--- config.mk ---
export PLATFORM = sky130hd
export DESIGN_NAME = sgs_supervisor
export DESIGN_NICKNAME = d
export VERILOG_FILES = /design/src/sgs_pkg.sv /design/src/sgs_nv_if.sv /design/src/sgs_supervisor.sv /design/src/sgs_nv_store.sv /design/src/sgs_holdoff.sv
export SDC_FILE = /design/constraint.sdc
export NUM_CORES = 1
export LEC_CHECK = 0
export ABC_AREA = 0
export BUFFER_PORTS_ARGS = -buffer_cell sky130_fd_sc_hd__buf_2
export CAP_MARGIN = 20
export CORE_UTILIZATION = 60
export DETAILED_ROUTE_END_ITERATION = 10
export PLACE_DENSITY = 0.8
export SLEW_MARGIN = 20
export SYNTH_ARGS = -nofsm -noshare
export SYNTH_HDL_FRONTEND = slang
export SYNTH_SLANG_ARGS = --single-unit
--- constraint.sdc ---
create_clock -name pclk -period 7.72 [get_ports pclk]
set_input_delay 0.772 -clock pclk [delete_from_list [all_inputs] [get_ports pclk]]
set_output_delay 0.772 -clock pclk [all_outputs]
set_load 0.01 [all_outputs]
--- src/sgs_pkg.sv ---
/*
  Package for the satellite sync supervisor: register offsets, field
  positions, reset values, limits and timing constants.
  Assumes a 50 MHz APB clock and byte addresses on the register bus.
*/
`default_nettype none
package sgs_pkg;
  // Clock rate and one-second tick.
  localparam int unsigned CLK_HZ        = 50_000_000;
  localparam logic [15:0] CLK_PERIOD_NS = 16'h0014;
  localparam int unsigned SEC_NS        = 1_000_000_000;
  localparam int unsigned TICK_CYCLES   = SEC_NS / CLK_PERIOD_NS;

  // Register byte offsets.
  localparam logic [7:0] OFF_CTRL    = 8'h00;
  localparam logic [7:0] OFF_HOLD    = 8'h04;
  localparam logic [7:0] OFF_DELAY   = 8'h08;
  localparam logic [7:0] OFF_MASK    = 8'h0C;
  localparam logic [7:0] OFF_STATUS  = 8'h10;
  localparam logic [7:0] OFF_IRQ_ST  = 8'h14;
  localparam logic [7:0] OFF_IRQ_MSK = 8'h18;
  localparam logic [7:0] OFF_NV_CMD  = 8'h1C;

  // Control bits.
  localparam int CTRL_TEST     = 0;
  localparam int CTRL_SUPP_IND = 1;
  localparam int CTRL_SUPP_OUT = 2;
  localparam int CTRL_W        = 3;

  // Status bits and fields.
  localparam int ST_RELAY    = 0;
  localparam int ST_TRACK    = 1;
  localparam int ST_OUT_EN   = 2;
  localparam int ST_NV_BUSY  = 3;
  localparam int ST_REM_LSB  = 16;

  // Interrupt event bits.
  localparam int IRQ_LOST   = 0;
  localparam int IRQ_GAINED = 1;
  localparam int IRQ_SATREJ = 2;
  localparam int IRQ_W      = 3;

  // Parameter store commands.
  localparam int NV_SAVE    = 0;
  localparam int NV_RESTORE = 1;

  // Hold-off time in seconds, mask angle in degrees.
  localparam int          HOLD_W       = 12;
  localparam logic [11:0] HOLD_RESET   = 12'h03C;
  localparam logic [11:0] HOLD_MAX     = 12'h9F6;
  localparam int          MASK_W       = 7;
  localparam logic [6:0]  MASK_RESET   = 7'h05;
  localparam logic [6:0]  MASK_MAX     = 7'h5A;
  localparam int          DELAY_W      = 16;
  localparam logic [15:0] DELAY_RESET  = 16'h0000;

  // Parameter store geometry: control, hold, delay, mask.
  localparam int          NV_WORDS     = 4;
  localparam int          NV_AW        = 2;
  localparam logic [1:0]  NV_IX_CTRL   = 2'h0;
  localparam logic [1:0]  NV_IX_HOLD   = 2'h1;
  localparam logic [1:0]  NV_IX_DELAY  = 2'h2;
  localparam logic [1:0]  NV_IX_MASK   = 2'h3;

  typedef enum logic [1:0] {SGS_NV_IDLE, SGS_NV_SAVE, SGS_NV_FETCH,
                            SGS_NV_LOAD} sgs_nv_state_t;
endpackage
`default_nettype wire

--- src/sgs_nv_if.sv ---
/*
  Interface between the supervisor and its parameter store.
  Assumes one clock shared by both ends.
*/
`timescale 1ns/1ps
`default_nettype none
interface sgs_nv_if;
  logic                     we;
  logic [sgs_pkg::NV_AW-1:0] addr;
  logic [31:0]              wdata;
  logic [31:0]              rdata;

  modport host (output we, output addr, output wdata, input rdata);
  modport mem  (input we, input addr, input wdata, output rdata);
endinterface
`default_nettype wire

--- src/sgs_supervisor.sv ---
/*
  Satellite sync supervisor top: APB registers, hold-off control of the
  sync relay and lamp, test and suppression options, cable delay
  compensation of the time pulse, elevation mask and parameter store.
  Assumes a 50 MHz pclk, an asynchronous pin for satellite tracking and
  satellite elevation reports from receiver logic on the same clock.
*/
//
// Contract
// - Release relay after full hold-off without satellites.
// - Any tracked satellite restarts the hold-off.
// - Hold-off resets to sixty seconds.
// - Hold-off accepts up to 42.5 minutes.
// - Test mode: outputs synced, relay always on.
// - Suppress indications: outputs synced, relay true; the code leaves relay and lamp following sync.
// - Suppress outputs: stop outputs when out of sync.
// - Cable delay in ns compensates output timing.
// - Mask satellites below angle; default five, 0-90.
// - Settings kept in a non-volatile store.
// - Relay energised on lock; lamp mirrors relay.
// - Hold-off counter holds up to 2550 seconds.
`timescale 1ns/1ps
`default_nettype none
module sgs_supervisor
#(
  parameter int TICK_CYCLES = sgs_pkg::TICK_CYCLES
)
(
  input  wire logic        pclk,
  input  wire logic        presetn,
  input  wire logic [7:0]  paddr,
  input  wire logic        psel,
  input  wire logic        penable,
  input  wire logic        pwrite,
  input  wire logic [31:0] pwdata,
  output var  logic [31:0] prdata,
  output var  logic        pready,
  output var  logic        pslverr,
  input  wire logic        sat_tracked,
  input  wire logic        sat_in_valid,
  input  wire logic [6:0]  sat_in_elev,
  output var  logic        sat_use_valid,
  output var  logic        sat_use,
  output var  logic        sync_relay,
  output var  logic        lock_indicator_lamp,
  output var  logic        time_valid,
  output var  logic        time_out_en,
  output var  logic        time_pulse,
  output var  logic        irq
);
  localparam int CW = $clog2(TICK_CYCLES);
  localparam int HW = sgs_pkg::HOLD_W;
  localparam int MW = sgs_pkg::MASK_W;

  initial
  begin
    if (TICK_CYCLES < 4096)
      $error("sgs_supervisor: TICK_CYCLES too small for the cable delay.");
  end

  // Clamps a written value to its documented maximum.
  function automatic logic [31:0] fn_clamp(input logic [31:0] v,
                                           input logic [31:0] mx);
    return (v > mx) ? mx : v;
  endfunction

  // Register state.
  logic [sgs_pkg::CTRL_W-1:0]  ctrl;
  logic [sgs_pkg::HOLD_W-1:0]  hold_time;
  logic [sgs_pkg::DELAY_W-1:0] cable_delay;
  logic [sgs_pkg::MASK_W-1:0]  mask_angle;
  logic [sgs_pkg::IRQ_W-1:0]   irq_stat;
  logic [sgs_pkg::IRQ_W-1:0]   irq_mask;
  logic                        trk_meta;
  logic                        trk;
  logic [CW-1:0]               sec_cnt;
  logic                        in_sync;
  logic                        in_sync_d;
  logic [sgs_pkg::HOLD_W-1:0]  hold_rem;
  sgs_pkg::sgs_nv_state_t      nv_state;
  logic [sgs_pkg::NV_AW-1:0]   nv_idx;
  logic [31:0]                 rd_word;
  logic                        rd_err;
  logic                        wr_acc;
  logic                        tick;
  logic [CW-1:0]               pulse_pt;
  logic [sgs_pkg::IRQ_W-1:0]   irq_set;
  logic [sgs_pkg::IRQ_W-1:0]   irq_clr;

  sgs_nv_if nv ();

  // The tracking pin is asynchronous, so it passes two flip-flops.
  always_ff @(posedge pclk or negedge presetn)
  begin
    if (!presetn)
    begin
      trk_meta <= 1'b0;
      trk      <= 1'b0;
    end
    else
    begin
      trk_meta <= sat_tracked;
      trk      <= trk_meta;
    end
  end

  // One-second divider; the tick paces the hold-off countdown.
  always_ff @(posedge pclk or negedge presetn)
  begin
    if (!presetn)
      sec_cnt <= '0;
    else if (tick)
      sec_cnt <= '0;
    else
      sec_cnt <= sec_cnt + 1'b1;
  end

  assign tick = (sec_cnt == CW'(TICK_CYCLES - 1));

  // The pulse leaves early by the cable delay; 65535 ns stays in range.
  assign pulse_pt = CW'(TICK_CYCLES - 1)
                    - CW'(cable_delay / sgs_pkg::CLK_PERIOD_NS);

  sgs_holdoff #(.W(sgs_pkg::HOLD_W)) u_holdoff
  (
    .pclk      (pclk),
    .presetn   (presetn),
    .tick      (tick),
    .tracking  (trk),
    .hold      (hold_time),
    .in_sync   (in_sync),
    .remaining (hold_rem)
  );

  sgs_nv_store #(.DEPTH(sgs_pkg::NV_WORDS)) u_store
  (
    .pclk (pclk),
    .nv   (nv)
  );

  // Store port: saves walk the four settings, restores read them back.
  assign nv.we    = (nv_state == sgs_pkg::SGS_NV_SAVE);
  assign nv.addr  = nv_idx;
  assign nv.wdata = (nv_idx == sgs_pkg::NV_IX_CTRL)  ? 32'(ctrl) :
                    (nv_idx == sgs_pkg::NV_IX_HOLD)  ? 32'(hold_time) :
                    (nv_idx == sgs_pkg::NV_IX_DELAY) ? 32'(cable_delay) :
                                                       32'(mask_angle);

  // APB: zero wait states; prdata and pslverr are registered at the end of the setup cycle.
  assign wr_acc = psel & penable & pready & pwrite;

  always_comb
  begin
    rd_word = 32'h0000_0000;
    rd_err  = 1'b0;
    unique case (paddr)
      sgs_pkg::OFF_CTRL:    rd_word = 32'(ctrl);
      sgs_pkg::OFF_HOLD:    rd_word = 32'(hold_time);
      sgs_pkg::OFF_DELAY:   rd_word = 32'(cable_delay);
      sgs_pkg::OFF_MASK:    rd_word = 32'(mask_angle);
      sgs_pkg::OFF_STATUS:
      begin
        rd_word[sgs_pkg::ST_RELAY]   = sync_relay;
        rd_word[sgs_pkg::ST_TRACK]   = trk;
        rd_word[sgs_pkg::ST_OUT_EN]  = time_out_en;
        rd_word[sgs_pkg::ST_NV_BUSY] = (nv_state != sgs_pkg::SGS_NV_IDLE);
        rd_word[sgs_pkg::ST_REM_LSB +: sgs_pkg::HOLD_W] = hold_rem;
      end
      sgs_pkg::OFF_IRQ_ST:  rd_word = 32'(irq_stat);
      sgs_pkg::OFF_IRQ_MSK: rd_word = 32'(irq_mask);
      sgs_pkg::OFF_NV_CMD:  rd_word = 32'h0000_0000;
      default:              rd_err  = 1'b1;
    endcase
  end

  always_ff @(posedge pclk or negedge presetn)
  begin
    if (!presetn)
    begin
      pready  <= 1'b0;
      pslverr <= 1'b0;
      prdata  <= 32'h0000_0000;
    end
    else
    begin
      pready  <= psel & ~penable;
      pslverr <= psel & ~penable & rd_err;
      if (psel & ~penable & ~pwrite)
        prdata <= rd_word;
    end
  end

  // Settings: a restore load takes priority over a bus write.
  always_ff @(posedge pclk or negedge presetn)
  begin
    if (!presetn)
    begin
      ctrl        <= '0;
      hold_time   <= sgs_pkg::HOLD_RESET;
      cable_delay <= sgs_pkg::DELAY_RESET;
      mask_angle  <= sgs_pkg::MASK_RESET;
      irq_mask    <= '0;
    end
    else if (nv_state == sgs_pkg::SGS_NV_LOAD)
    begin
      unique case (nv_idx)
        sgs_pkg::NV_IX_CTRL:  ctrl <= nv.rdata[sgs_pkg::CTRL_W-1:0];
        sgs_pkg::NV_IX_HOLD:  hold_time <= HW'(fn_clamp(nv.rdata,
            32'(sgs_pkg::HOLD_MAX)));
        sgs_pkg::NV_IX_DELAY: cable_delay <= nv.rdata[sgs_pkg::DELAY_W-1:0];
        sgs_pkg::NV_IX_MASK:  mask_angle <= MW'(fn_clamp(nv.rdata,
            32'(sgs_pkg::MASK_MAX)));
      endcase
    end
    else if (wr_acc)
    begin
      unique case (paddr)
        sgs_pkg::OFF_CTRL:    ctrl <= pwdata[sgs_pkg::CTRL_W-1:0];
        sgs_pkg::OFF_HOLD:    hold_time <= HW'(fn_clamp(pwdata,
            32'(sgs_pkg::HOLD_MAX)));
        sgs_pkg::OFF_DELAY:   cable_delay <= pwdata[sgs_pkg::DELAY_W-1:0];
        sgs_pkg::OFF_MASK:    mask_angle <= MW'(fn_clamp(pwdata,
            32'(sgs_pkg::MASK_MAX)));
        sgs_pkg::OFF_IRQ_MSK: irq_mask <= pwdata[sgs_pkg::IRQ_W-1:0];
        default:              ;
      endcase
    end
  end

  // Store sequencer; commands arriving while busy are dropped.
  always_ff @(posedge pclk or negedge presetn)
  begin
    if (!presetn)
    begin
      nv_state <= sgs_pkg::SGS_NV_IDLE;
      nv_idx   <= '0;
    end
    else
    begin
      unique case (nv_state)
        sgs_pkg::SGS_NV_IDLE:
        begin
          nv_idx <= '0;
          if (wr_acc && paddr == sgs_pkg::OFF_NV_CMD)
          begin
            if (pwdata[sgs_pkg::NV_SAVE])
              nv_state <= sgs_pkg::SGS_NV_SAVE;
            else if (pwdata[sgs_pkg::NV_RESTORE])
              nv_state <= sgs_pkg::SGS_NV_FETCH;
          end
        end
        sgs_pkg::SGS_NV_SAVE:
        begin
          nv_idx <= nv_idx + 1'b1;
          if (nv_idx == sgs_pkg::NV_IX_MASK)
            nv_state <= sgs_pkg::SGS_NV_IDLE;
        end
        sgs_pkg::SGS_NV_FETCH:
          nv_state <= sgs_pkg::SGS_NV_LOAD;
        sgs_pkg::SGS_NV_LOAD:
        begin
          nv_idx <= nv_idx + 1'b1;
          nv_state <= (nv_idx == sgs_pkg::NV_IX_MASK) ?
                      sgs_pkg::SGS_NV_IDLE : sgs_pkg::SGS_NV_FETCH;
        end
      endcase
    end
  end

  // Relay, lamp and output gating; test mode overrides both suppressions.
  always_ff @(posedge pclk or negedge presetn)
  begin
    if (!presetn)
    begin
      sync_relay          <= 1'b0;
      lock_indicator_lamp <= 1'b0;
      time_valid          <= 1'b0;
      time_out_en         <= 1'b0;
      time_pulse          <= 1'b0;
      in_sync_d           <= 1'b0;
    end
    else
    begin
      sync_relay <= in_sync | ctrl[sgs_pkg::CTRL_TEST];
      lock_indicator_lamp <= in_sync | ctrl[sgs_pkg::CTRL_TEST];
      time_valid <= in_sync | ctrl[sgs_pkg::CTRL_TEST]
                    | ctrl[sgs_pkg::CTRL_SUPP_IND];
      time_out_en <= in_sync | ctrl[sgs_pkg::CTRL_TEST]
                     | ctrl[sgs_pkg::CTRL_SUPP_IND]
                     | ~ctrl[sgs_pkg::CTRL_SUPP_OUT];
      time_pulse <= time_out_en & (sec_cnt == pulse_pt);
      in_sync_d  <= in_sync;
    end
  end

  // Elevation mask: low satellites are flagged as not to be used.
  always_ff @(posedge pclk or negedge presetn)
  begin
    if (!presetn)
    begin
      sat_use_valid <= 1'b0;
      sat_use       <= 1'b0;
    end
    else
    begin
      sat_use_valid <= sat_in_valid;
      sat_use <= sat_in_valid & (sat_in_elev >= mask_angle);
    end
  end

  // Sticky events; a set in the same cycle as its clear wins.
  assign irq_set[sgs_pkg::IRQ_LOST]   = in_sync_d & ~in_sync;
  assign irq_set[sgs_pkg::IRQ_GAINED] = ~in_sync_d & in_sync;
  assign irq_set[sgs_pkg::IRQ_SATREJ] = sat_in_valid
                                        & (sat_in_elev < mask_angle);
  assign irq_clr = (wr_acc && paddr == sgs_pkg::OFF_IRQ_ST) ?
                   pwdata[sgs_pkg::IRQ_W-1:0] : '0;

  always_ff @(posedge pclk or negedge presetn)
  begin
    if (!presetn)
    begin
      irq_stat <= '0;
      irq      <= 1'b0;
    end
    else
    begin
      irq_stat <= (irq_stat & ~irq_clr) | irq_set;
      irq      <= |(((irq_stat & ~irq_clr) | irq_set) & irq_mask);
    end
  end
endmodule
`default_nettype wire

--- src/sgs_nv_store.sv ---
/*
  Parameter store: a small word memory with registered read data.
  Assumes the host drives address and write enable from the same clock.
*/
`timescale 1ns/1ps
`default_nettype none
module sgs_nv_store
#(
  parameter int DEPTH = sgs_pkg::NV_WORDS
)
(
  input  wire logic pclk,
  sgs_nv_if.mem     nv
);
  logic [31:0] mem [DEPTH];

  initial
  begin
    if (DEPTH != (1 << sgs_pkg::NV_AW))
      $error("sgs_nv_store: DEPTH must match the address width.");
  end

  // The array has no reset, so saved settings outlive a bus reset.
  always_ff @(posedge pclk)
  begin
    if (nv.we)
      mem[nv.addr] <= nv.wdata;
    nv.rdata <= mem[nv.addr];
  end
endmodule
`default_nettype wire

--- src/sgs_holdoff.sv ---
/*
  Hold-off timer: keeps sync asserted for a set number of one-second
  ticks after the last satellite is lost.
  Assumes tick is a one-cycle pulse and tracking is already synchronised.
*/
`timescale 1ns/1ps
`default_nettype none
module sgs_holdoff
#(
  parameter int W = sgs_pkg::HOLD_W
)
(
  input  wire logic         pclk,
  input  wire logic         presetn,
  input  wire logic         tick,
  input  wire logic         tracking,
  input  wire logic [W-1:0] hold,
  output var  logic         in_sync,
  output var  logic [W-1:0] remaining
);
  // The counter must reach the largest hold-off that software may set.
  initial
  begin
    if ((2 ** W) - 1 < int'(sgs_pkg::HOLD_MAX))
      $error("sgs_holdoff: W too narrow for the largest hold-off.");
  end

  // Tracking reloads the full count; absence counts down one per tick.
  always_ff @(posedge pclk or negedge presetn)
  begin
    if (!presetn)
    begin
      in_sync   <= 1'b0;
      remaining <= '0;
    end
    else if (tracking)
    begin
      in_sync   <= 1'b1;
      remaining <= hold;
    end
    else if (remaining == '0)
      in_sync <= 1'b0;
    else if (tick)
    begin
      remaining <= remaining - 1'b1;
      if (remaining == W'(1))
        in_sync <= 1'b0;
    end
  end
endmodule
`default_nettype wire

==> results.sh, run 1 <==
export IMPL_rows=49
export IMPL_maxCapViolCount=0
export IMPL_cp_end_kind="register"
export IMPL_numClockSinks=207
export IMPL_cp_data_required_time_ps=8100
export IMPL_status="finished clean"
export IMPL_die_h_um=139
export IMPL_drtAntennaViolNets=0
export IMPL_grt_pass1_vias=8729
export IMPL_syn_area_per_cell_um2=9.76
export IMPL_gp_congestion=0.923
export IMPL_grtUsageTotal=0.299
export IMPL_drive_gt1_frac=0.154
export IMPL_route_met3_wl_um=2310
export IMPL_drt_total_wl_um=28300
export IMPL_slew_violations=0
export IMPL_slew_headroom=0.259
export IMPL_die_area_um2=19400
export IMPL_io_buffer_count=91
export IMPL_cts_resized=0
export IMPL_cts_root_buffer_cell="clkbuf_16"
export IMPL_cts_tree="done"
export IMPL_grt_first_pass_wirelength_um=46400
export IMPL_synth_top_area_share=0.267
export IMPL_ys_ff_latch=207
export IMPL_cts_made_buffers=21
export IMPL_fin_crit_ps=4930
export IMPL_finalSetupTns_ps=0
export IMPL_holdBufCountCts=0
export IMPL_met1_length_um=12600
export IMPL_dr_pass1_iters=5
export IMPL_hold_violations=0
export IMPL_worst_slew_pin_slew_ps=1110
export IMPL_pin_count=96
export IMPL_synth_most_common_cell="nand2_1"
export IMPL_nets=1282
export IMPL_drc=0
export IMPL_synth_edff_count=64
export IMPL_cp_arrival_ps=5310
export IMPL_setup_violations_final=0
export IMPL_antenna_found_initial=0
export IMPL_fillers=1350
export IMPL_timing_final_ws_setup_ps=2790
export IMPL_power_leakage_nw=5.04
export IMPL_via_per_inst=6.36
export IMPL_place_ws_ps=2880
export IMPL_start_util=0.622
export IMPL_drt_iter0_markers=940
export IMPL_syn_inst=1161
export IMPL_start_kind="register"
export IMPL_clock_latency_ps=500
export IMPL_yosys_area_top_type="dfrtp_1"
export IMPL_synth_cell_area_um2=11300
export IMPL_fin_crit_sh=0.639
export IMPL_htree_levels=1
export IMPL_netlist_cell_type_count=97
export IMPL_clock_skew_ps=16.7
export IMPL_routed_top_layer="met4"
export IMPL_ir_drop_v=0.000287
export IMPL_hold_class="input port to async pin"
export IMPL_dpl_hpwl_um=19700
export IMPL_rsz0062_at_grt="no"
export IMPL_rrSetupSlack_ps=2790
export IMPL_power_density_nw_per_um2=459
export IMPL_clk_pin_slew_ps=60
export IMPL_synthTopCellsByCount="nand2_1 (135), nor2_1 (133), dfrtp_1 (121), o21ai_0 (69), a21oi_1 (68)"
export IMPL_cts_setup_buffers=0
export IMPL_diodes=0
export IMPL_crit_fanout=25
export IMPL_synthArstFlopShare=0.614
export IMPL_cts_max_path_buffers=3
export IMPL_synth_ff_type="dfrtp_1"
export IMPL_routed_wl_met2_um=12800
export IMPL_whs_ps=294
export IMPL_fp_dieW_um=139
export IMPL_fmax_ghz=0.203
export IMPL_vias=9260
export IMPL_grt_overflow=0
export IMPL_drt_wirelength_per_cell_um=19.4
export IMPL_core_area_um2=18200
export IMPL_ys_warn_count=0
export IMPL_ys_top_cells_by_area="dfrtp_1 (27%), edfxtp_1 (17%), nand2_1 (4.5%)"
export IMPL_syn2layout_area_growth_pct=10.5
export IMPL_yosysSeqAreaShare=0.479
export IMPL_worstSetupPathType="register to register"
export IMPL_grt_max_degree=76
==> cells by family after synthesis <==
group,count (synthesis),share of synthesized area
xor+xnor,53,0.0410
mux,41,0.0545
fa+ha+maj,15,0.0166
flops,207,0.479
simple gates,459,0.196
buf+inv,103,0.0404
other cells,1,0.000331
compound gates,282,0.172
==> critical path, cell delays in order (launching register included) <==
cell       delay (ps)
dfrtp_1           840
nand2b_1          310
nor4_2            100
a2111oi_2         550
nand2_1           250
o32a_1            420
nand4_1           290
nor4_1            140
a2111o_1          430
nor4_1            480
nor2_1            170
a41oi_1           260
a31oi_2           120
o21a_1            190
o2111a_1          250
==> layout make-up <==
class | count | area (um2) | area share
clock buffers | 24 | 547 | 0.0437
flip-flops and latches | 207 | 5430 | 0.434
inverters | 31 | 116 | 0.00930
multi-input cells | 854 | 5460 | 0.436
clock inverters | 12 | 170 | 0.0136
repair buffers | 98 | 510 | 0.0408
well taps | 229 | 287 | 0.0229
==> stage by stage <==
| stage | power (mW) | util | instances | instance area, um2 |
|---|---|---|---|---|
| 3_3_place_gp | 4.58 | 0.648 | 1419 | 11800 |
| 2_1_floorplan | 4.06 | - | 1164 | 11300 |
| 5_1_grt | 6.13 | 0.687 | 1455 | 12500 |
| 6_report | 5.74 | 0.687 | 1455 | 12500 |
| 4_1_cts | 5.70 | 0.687 | 1455 | 12500 |
| 3_5_place_dp | 4.62 | 0.648 | 1419 | 11800 |
==> where the power goes <==
group / internal, mW / switching, mW / leakage, nW
Clock: 0.644 / 0.423 / 0.353
Sequential: 1.44 / 0.370 / 2.34
Combinational: 1.15 / 1.72 / 2.35
Total: 3.23 / 2.51 / 5.04
==> registers in the layout, summed over array words and instances (netlist names), 2 cells and up <==
signal and flops:
prdata 28, irq_stat 3, sec_cnt 26, nv.addr 2, u_store.mem 64, cable_delay 16, u_holdoff.remaining 12, mask_angle 7
hold_time 12, ctrl 3, irq_mask 3, u_store.nv.rdata 16, nv_state 2
==> placed cells by master (no fill, tap or decap), types with 5 or more instances in the layout <==
| cell type | count |
|---|---|
| buf_4 | 8 |
| dfrtp_1 | 121 |
| nand2_1 | 135 |
| xor2_1 | 19 |
| and3_1 | 10 |
| a22o_1 | 9 |
| a211oi_1 | 7 |
| dfstp_2 | 6 |
| a21o_1 | 6 |
| a22oi_1 | 19 |
| nor3_1 | 23 |
| a21oi_1 | 68 |
| mux2_2 | 5 |
| a31oi_1 | 20 |
| nand2b_1 | 9 |
| nand3_1 | 44 |
| o221ai_1 | 7 |
| buf_2 | 90 |
| nor2b_1 | 9 |
| edfxtp_1 | 64 |
| clkinv_2 | 5 |
| mux4_2 | 16 |
| nand4_1 | 10 |
| and2_1 | 15 |
| o21ai_0 | 69 |
| ha_1 | 15 |
| or4_1 | 5 |
| nor2_1 | 133 |
| mux2i_1 | 20 |
| nor4_1 | 18 |
| a222oi_1 | 5 |
| inv_1 | 28 |
| dfxtp_1 | 16 |
| xnor2_1 | 34 |
| clkbuf_16 | 21 |
| or3_1 | 8 |
| o21a_1 | 6 |
==> metal layers <==
metal | track usage | vias to the layer above
li1 | - | 4337
met1 | 0.438 | 4452
met2 | 0.462 | 428
met3 | 0.0537 | 43
met4 | 0.0749 | 0
met5 | 0 | -
==> path summary, 6_finish.rpt <==
check | cells past startpoint | from | endpoint
setup / recovery | 14 | cable_delay[15] | time_pulse
hold / removal | 1 | presetn | prdata[16]
setup reg to reg | 14 | cable_delay[15] | time_pulse
hold reg to reg | 0 | trk_meta | trk
max in group asynchronous | 2 | presetn | cable_delay[12]
min in group pclk | 0 | trk_meta | trk
No activity file was read; power rests on OpenSTA's default activity.
==> run 2, diff against run 1 <==
ABC_AREA = 1   (was 0)
CORE_UTILIZATION = 54   (was 60)
PLACE_DENSITY = 0.76   (was 0.8)
clock period = 4.01 ns   (was 7.72 ns; I/O delays follow)
==> run 2 against run 1 <==
Net effect: the run now ends with negative setup slack left; clock-buffer cell count did not move; clock skew increased by 2.9 ps; first-iteration DRC count shrank 25%; fmax rose by 7.5%; worst setup slack got worse by 3400 ps; utilization shrank 2.0 points.
==> results.sh, run 2 <==
export IMPL_synth_ff_type="dfrtp_1"
export IMPL_antenna_found_initial=0
export IMPL_fin_crit_sh=1.14
export IMPL_die_area_um2=20300
export IMPL_grt_max_degree=73
export IMPL_hold_violations=0
export IMPL_fillers=1596
export IMPL_yosysSeqAreaShare=0.511
export IMPL_largest_reg_flops=64
export IMPL_diodes=0
export IMPL_worst_slew_pin_slew_ps=940
export IMPL_grt_overflow=0
export IMPL_fp_dieW_um=142
export IMPL_setup_violations_final=1
export IMPL_layout_common_cells="nand2_1 (230), inv_1 (151), dfrtp_1 (118), nor2_1 (115), o21ai_0 (96)"
export IMPL_cts_max_path_buffers=3
export IMPL_hold_class="input port to register"
export IMPL_yosys_area_top_type="dfrtp_1"
export IMPL_grt_first_pass_wirelength_um=44100
export IMPL_reg_top3="u_store.mem (64), prdata (28), sec_cnt (26)"
export IMPL_placed_cells=1624
export IMPL_ys_warn_count=0
export IMPL_start_util=0.559
export IMPL_status="finished, violations left"
export IMPL_synthArstFlopShare=0.614
export IMPL_fin_crit_ps=4580
export IMPL_violations="negative setup slack"
export IMPL_drtAntennaViolNets=0
export IMPL_rows=50
export IMPL_crit_fanout=7
export IMPL_clock_latency_ps=520
export IMPL_cts_made_buffers=22
export IMPL_numClockSinks=207
export IMPL_rsz0062_at_grt="yes"
export IMPL_path_common_cell="nand2_2"
export IMPL_finalSetupTns_ps=-575
export IMPL_grtUsageTotal=0.278
export IMPL_core_area_um2=19000
export IMPL_drc=0
export IMPL_slew_violations=0
export IMPL_slowest_delay_ps=480
export IMPL_pin_count=96
export IMPL_htree_levels=1
export IMPL_clk_pin_slew_ps=70
export IMPL_syn_inst=1253
export IMPL_maxCapViolCount=0
export IMPL_finish_utilization=0.668
export IMPL_grt_pass1_vias=8838
export IMPL_dr_pass1_iters=5
export IMPL_fin_cells=1678
export IMPL_syn2layout_area_growth_pct=19.5
export IMPL_ys_top_cells_by_area="dfrtp_1 (28%), edfxtp_1 (18%), nand2_1 (8.5%)"
export IMPL_drt_total_wl_um=27700
export IMPL_slew_headroom=0.373
export IMPL_gp_congestion=0.940
export IMPL_die_h_um=142
export IMPL_synthTopCellsByCount="nand2_1 (240), inv_1 (152), dfrtp_1 (121), nor2_1 (116), o21ai_0 (101)"
export IMPL_cp_end_kind="register"
export IMPL_start_kind="register"
export IMPL_drt_wirelength_per_cell_um=16.5
export IMPL_cts_root_buffer_cell="clkbuf_16"
export IMPL_io_buffer_count=91
export IMPL_vias=9502
export IMPL_via_per_inst=5.66
export IMPL_synth_most_common_cell="nand2_1"
export IMPL_clock_skew_ps=19.6
export IMPL_slowest_stage="dfrtp_2"
export IMPL_synth_top_area_share=0.285
export IMPL_syn_area_per_cell_um2=8.48
export IMPL_drt_iter0_markers=701
export IMPL_cp_data_required_time_ps=4450
export IMPL_ys_ff_latch=207
export IMPL_final_common_cell="nand2_1"
export IMPL_dpl_hpwl_um=19900
export IMPL_netlist_cell_type_count=54
export IMPL_fmax_ghz=0.218
export IMPL_nets=1471
export IMPL_worstSetupPathType="register to register"
export IMPL_drive_gt1_frac=0.219
export IMPL_cts_tree="done"
export IMPL_cp_arrival_ps=5030
export IMPL_synth_cell_area_um2=10600
export IMPL_regMostFlops="u_store.mem"
export IMPL_synth_edff_count=64
export IMPL_timing_final_ws_setup_ps=-575
[run 2: cell types whose count changed after synthesis, sizes merged, moves of 17 or more]
cell,delta
o22ai,+28
a21oi,-29
nand3,+35
buf,-20
o21ai,+34
and2,-17
mux2i,-20
inv,+144
xnor2,-32
nand2,+146
[run 2: timing repair]
| item | in CTS | in global routing |
|---|---|---|
| pin swaps | 0 | 36 |
| resized for setup | 6 | 32 |
| endpoints found under the hold margin | 56 | 0 |
| setup endpoints to repair | 1 | 1 |
| setup buffers | 1 | 11 |
| hold buffers | 2 | 0 |
[run 2: area by class of cell]
cell class,instances,area (um2),area share
clock buffer,24,568,0.0447
clock inverter,16,185,0.0146
inverter,175,667,0.0525
multi-input combinational,835,4520,0.356
sequential,207,5430,0.428
tap,260,325,0.0256
timing repair buffer,161,1000,0.0788
[run 2: metrics by stage]
stage / instance area, um2 / setup WS (ps) / hold WS (ps)
after floorplan: 10700 / -185 / 105
after global placement: 11700 / -367 / 336
after detailed placement: 11700 / -638 / 343
after CTS: 12500 / -463 / 6.49
after global routing: 12700 / -977 / 11.3
final: 12700 / -575 / 19.4
[run 2: routing by layer]
layer | vias up | global-route usage | routed length, um
met5 | - | 0 | 0
met4 | 0 | 0.0934 | 807
met3 | 66 | 0.0488 | 2370
met2 | 441 | 0.453 | 12800
met1 | 4464 | 0.375 | 11700
li1 | 4531 | - | -
[run 2: worst paths after layout]
path / depth (start not counted) / slack, ps / endpoint / startpoint
worst max-delay path: 39 / -570 / time_pulse / cable_delay[14]
worst min-delay path: 1 / 20 / sat_use_valid / sat_in_valid
worst max register to register: 39 / -570 / time_pulse / cable_delay[14]
worst min register to register: 0 / 360 / trk / trk_meta
max in group asynchronous: 3 / 2680 / hold_time[4] / presetn
min in group asynchronous: 2 / 480 / prdata[16] / presetn
[run 2: kinds of logic after synthesis]
| group | Yosys count | share of synthesized area |
|---|---|---|
| XOR/XNOR | 18 | 0.0148 |
| adder cells (fa/ha/maj) | 15 | 0.0177 |
| buffers and inverters | 214 | 0.0790 |
| other | 1 | 0.000353 |
| flip-flops | 207 | 0.511 |
| AND/OR/NAND/NOR | 547 | 0.235 |
| AO/OA/AOI/OAI | 251 | 0.143 |
[run 2: critical path: cells and delay by family, from the launching register on]
kind            cells  cell delay [ps]
flops               1              480
fa+ha+maj           1              160
simple gates       21             1840
xor+xnor            1              150
compound gates     11             1510
buf+inv             5              330
Power of run 2 is left out: the tool's default activity adds up to more than one toggle a clock period on the data nets, which glitch-free logic cannot reach.
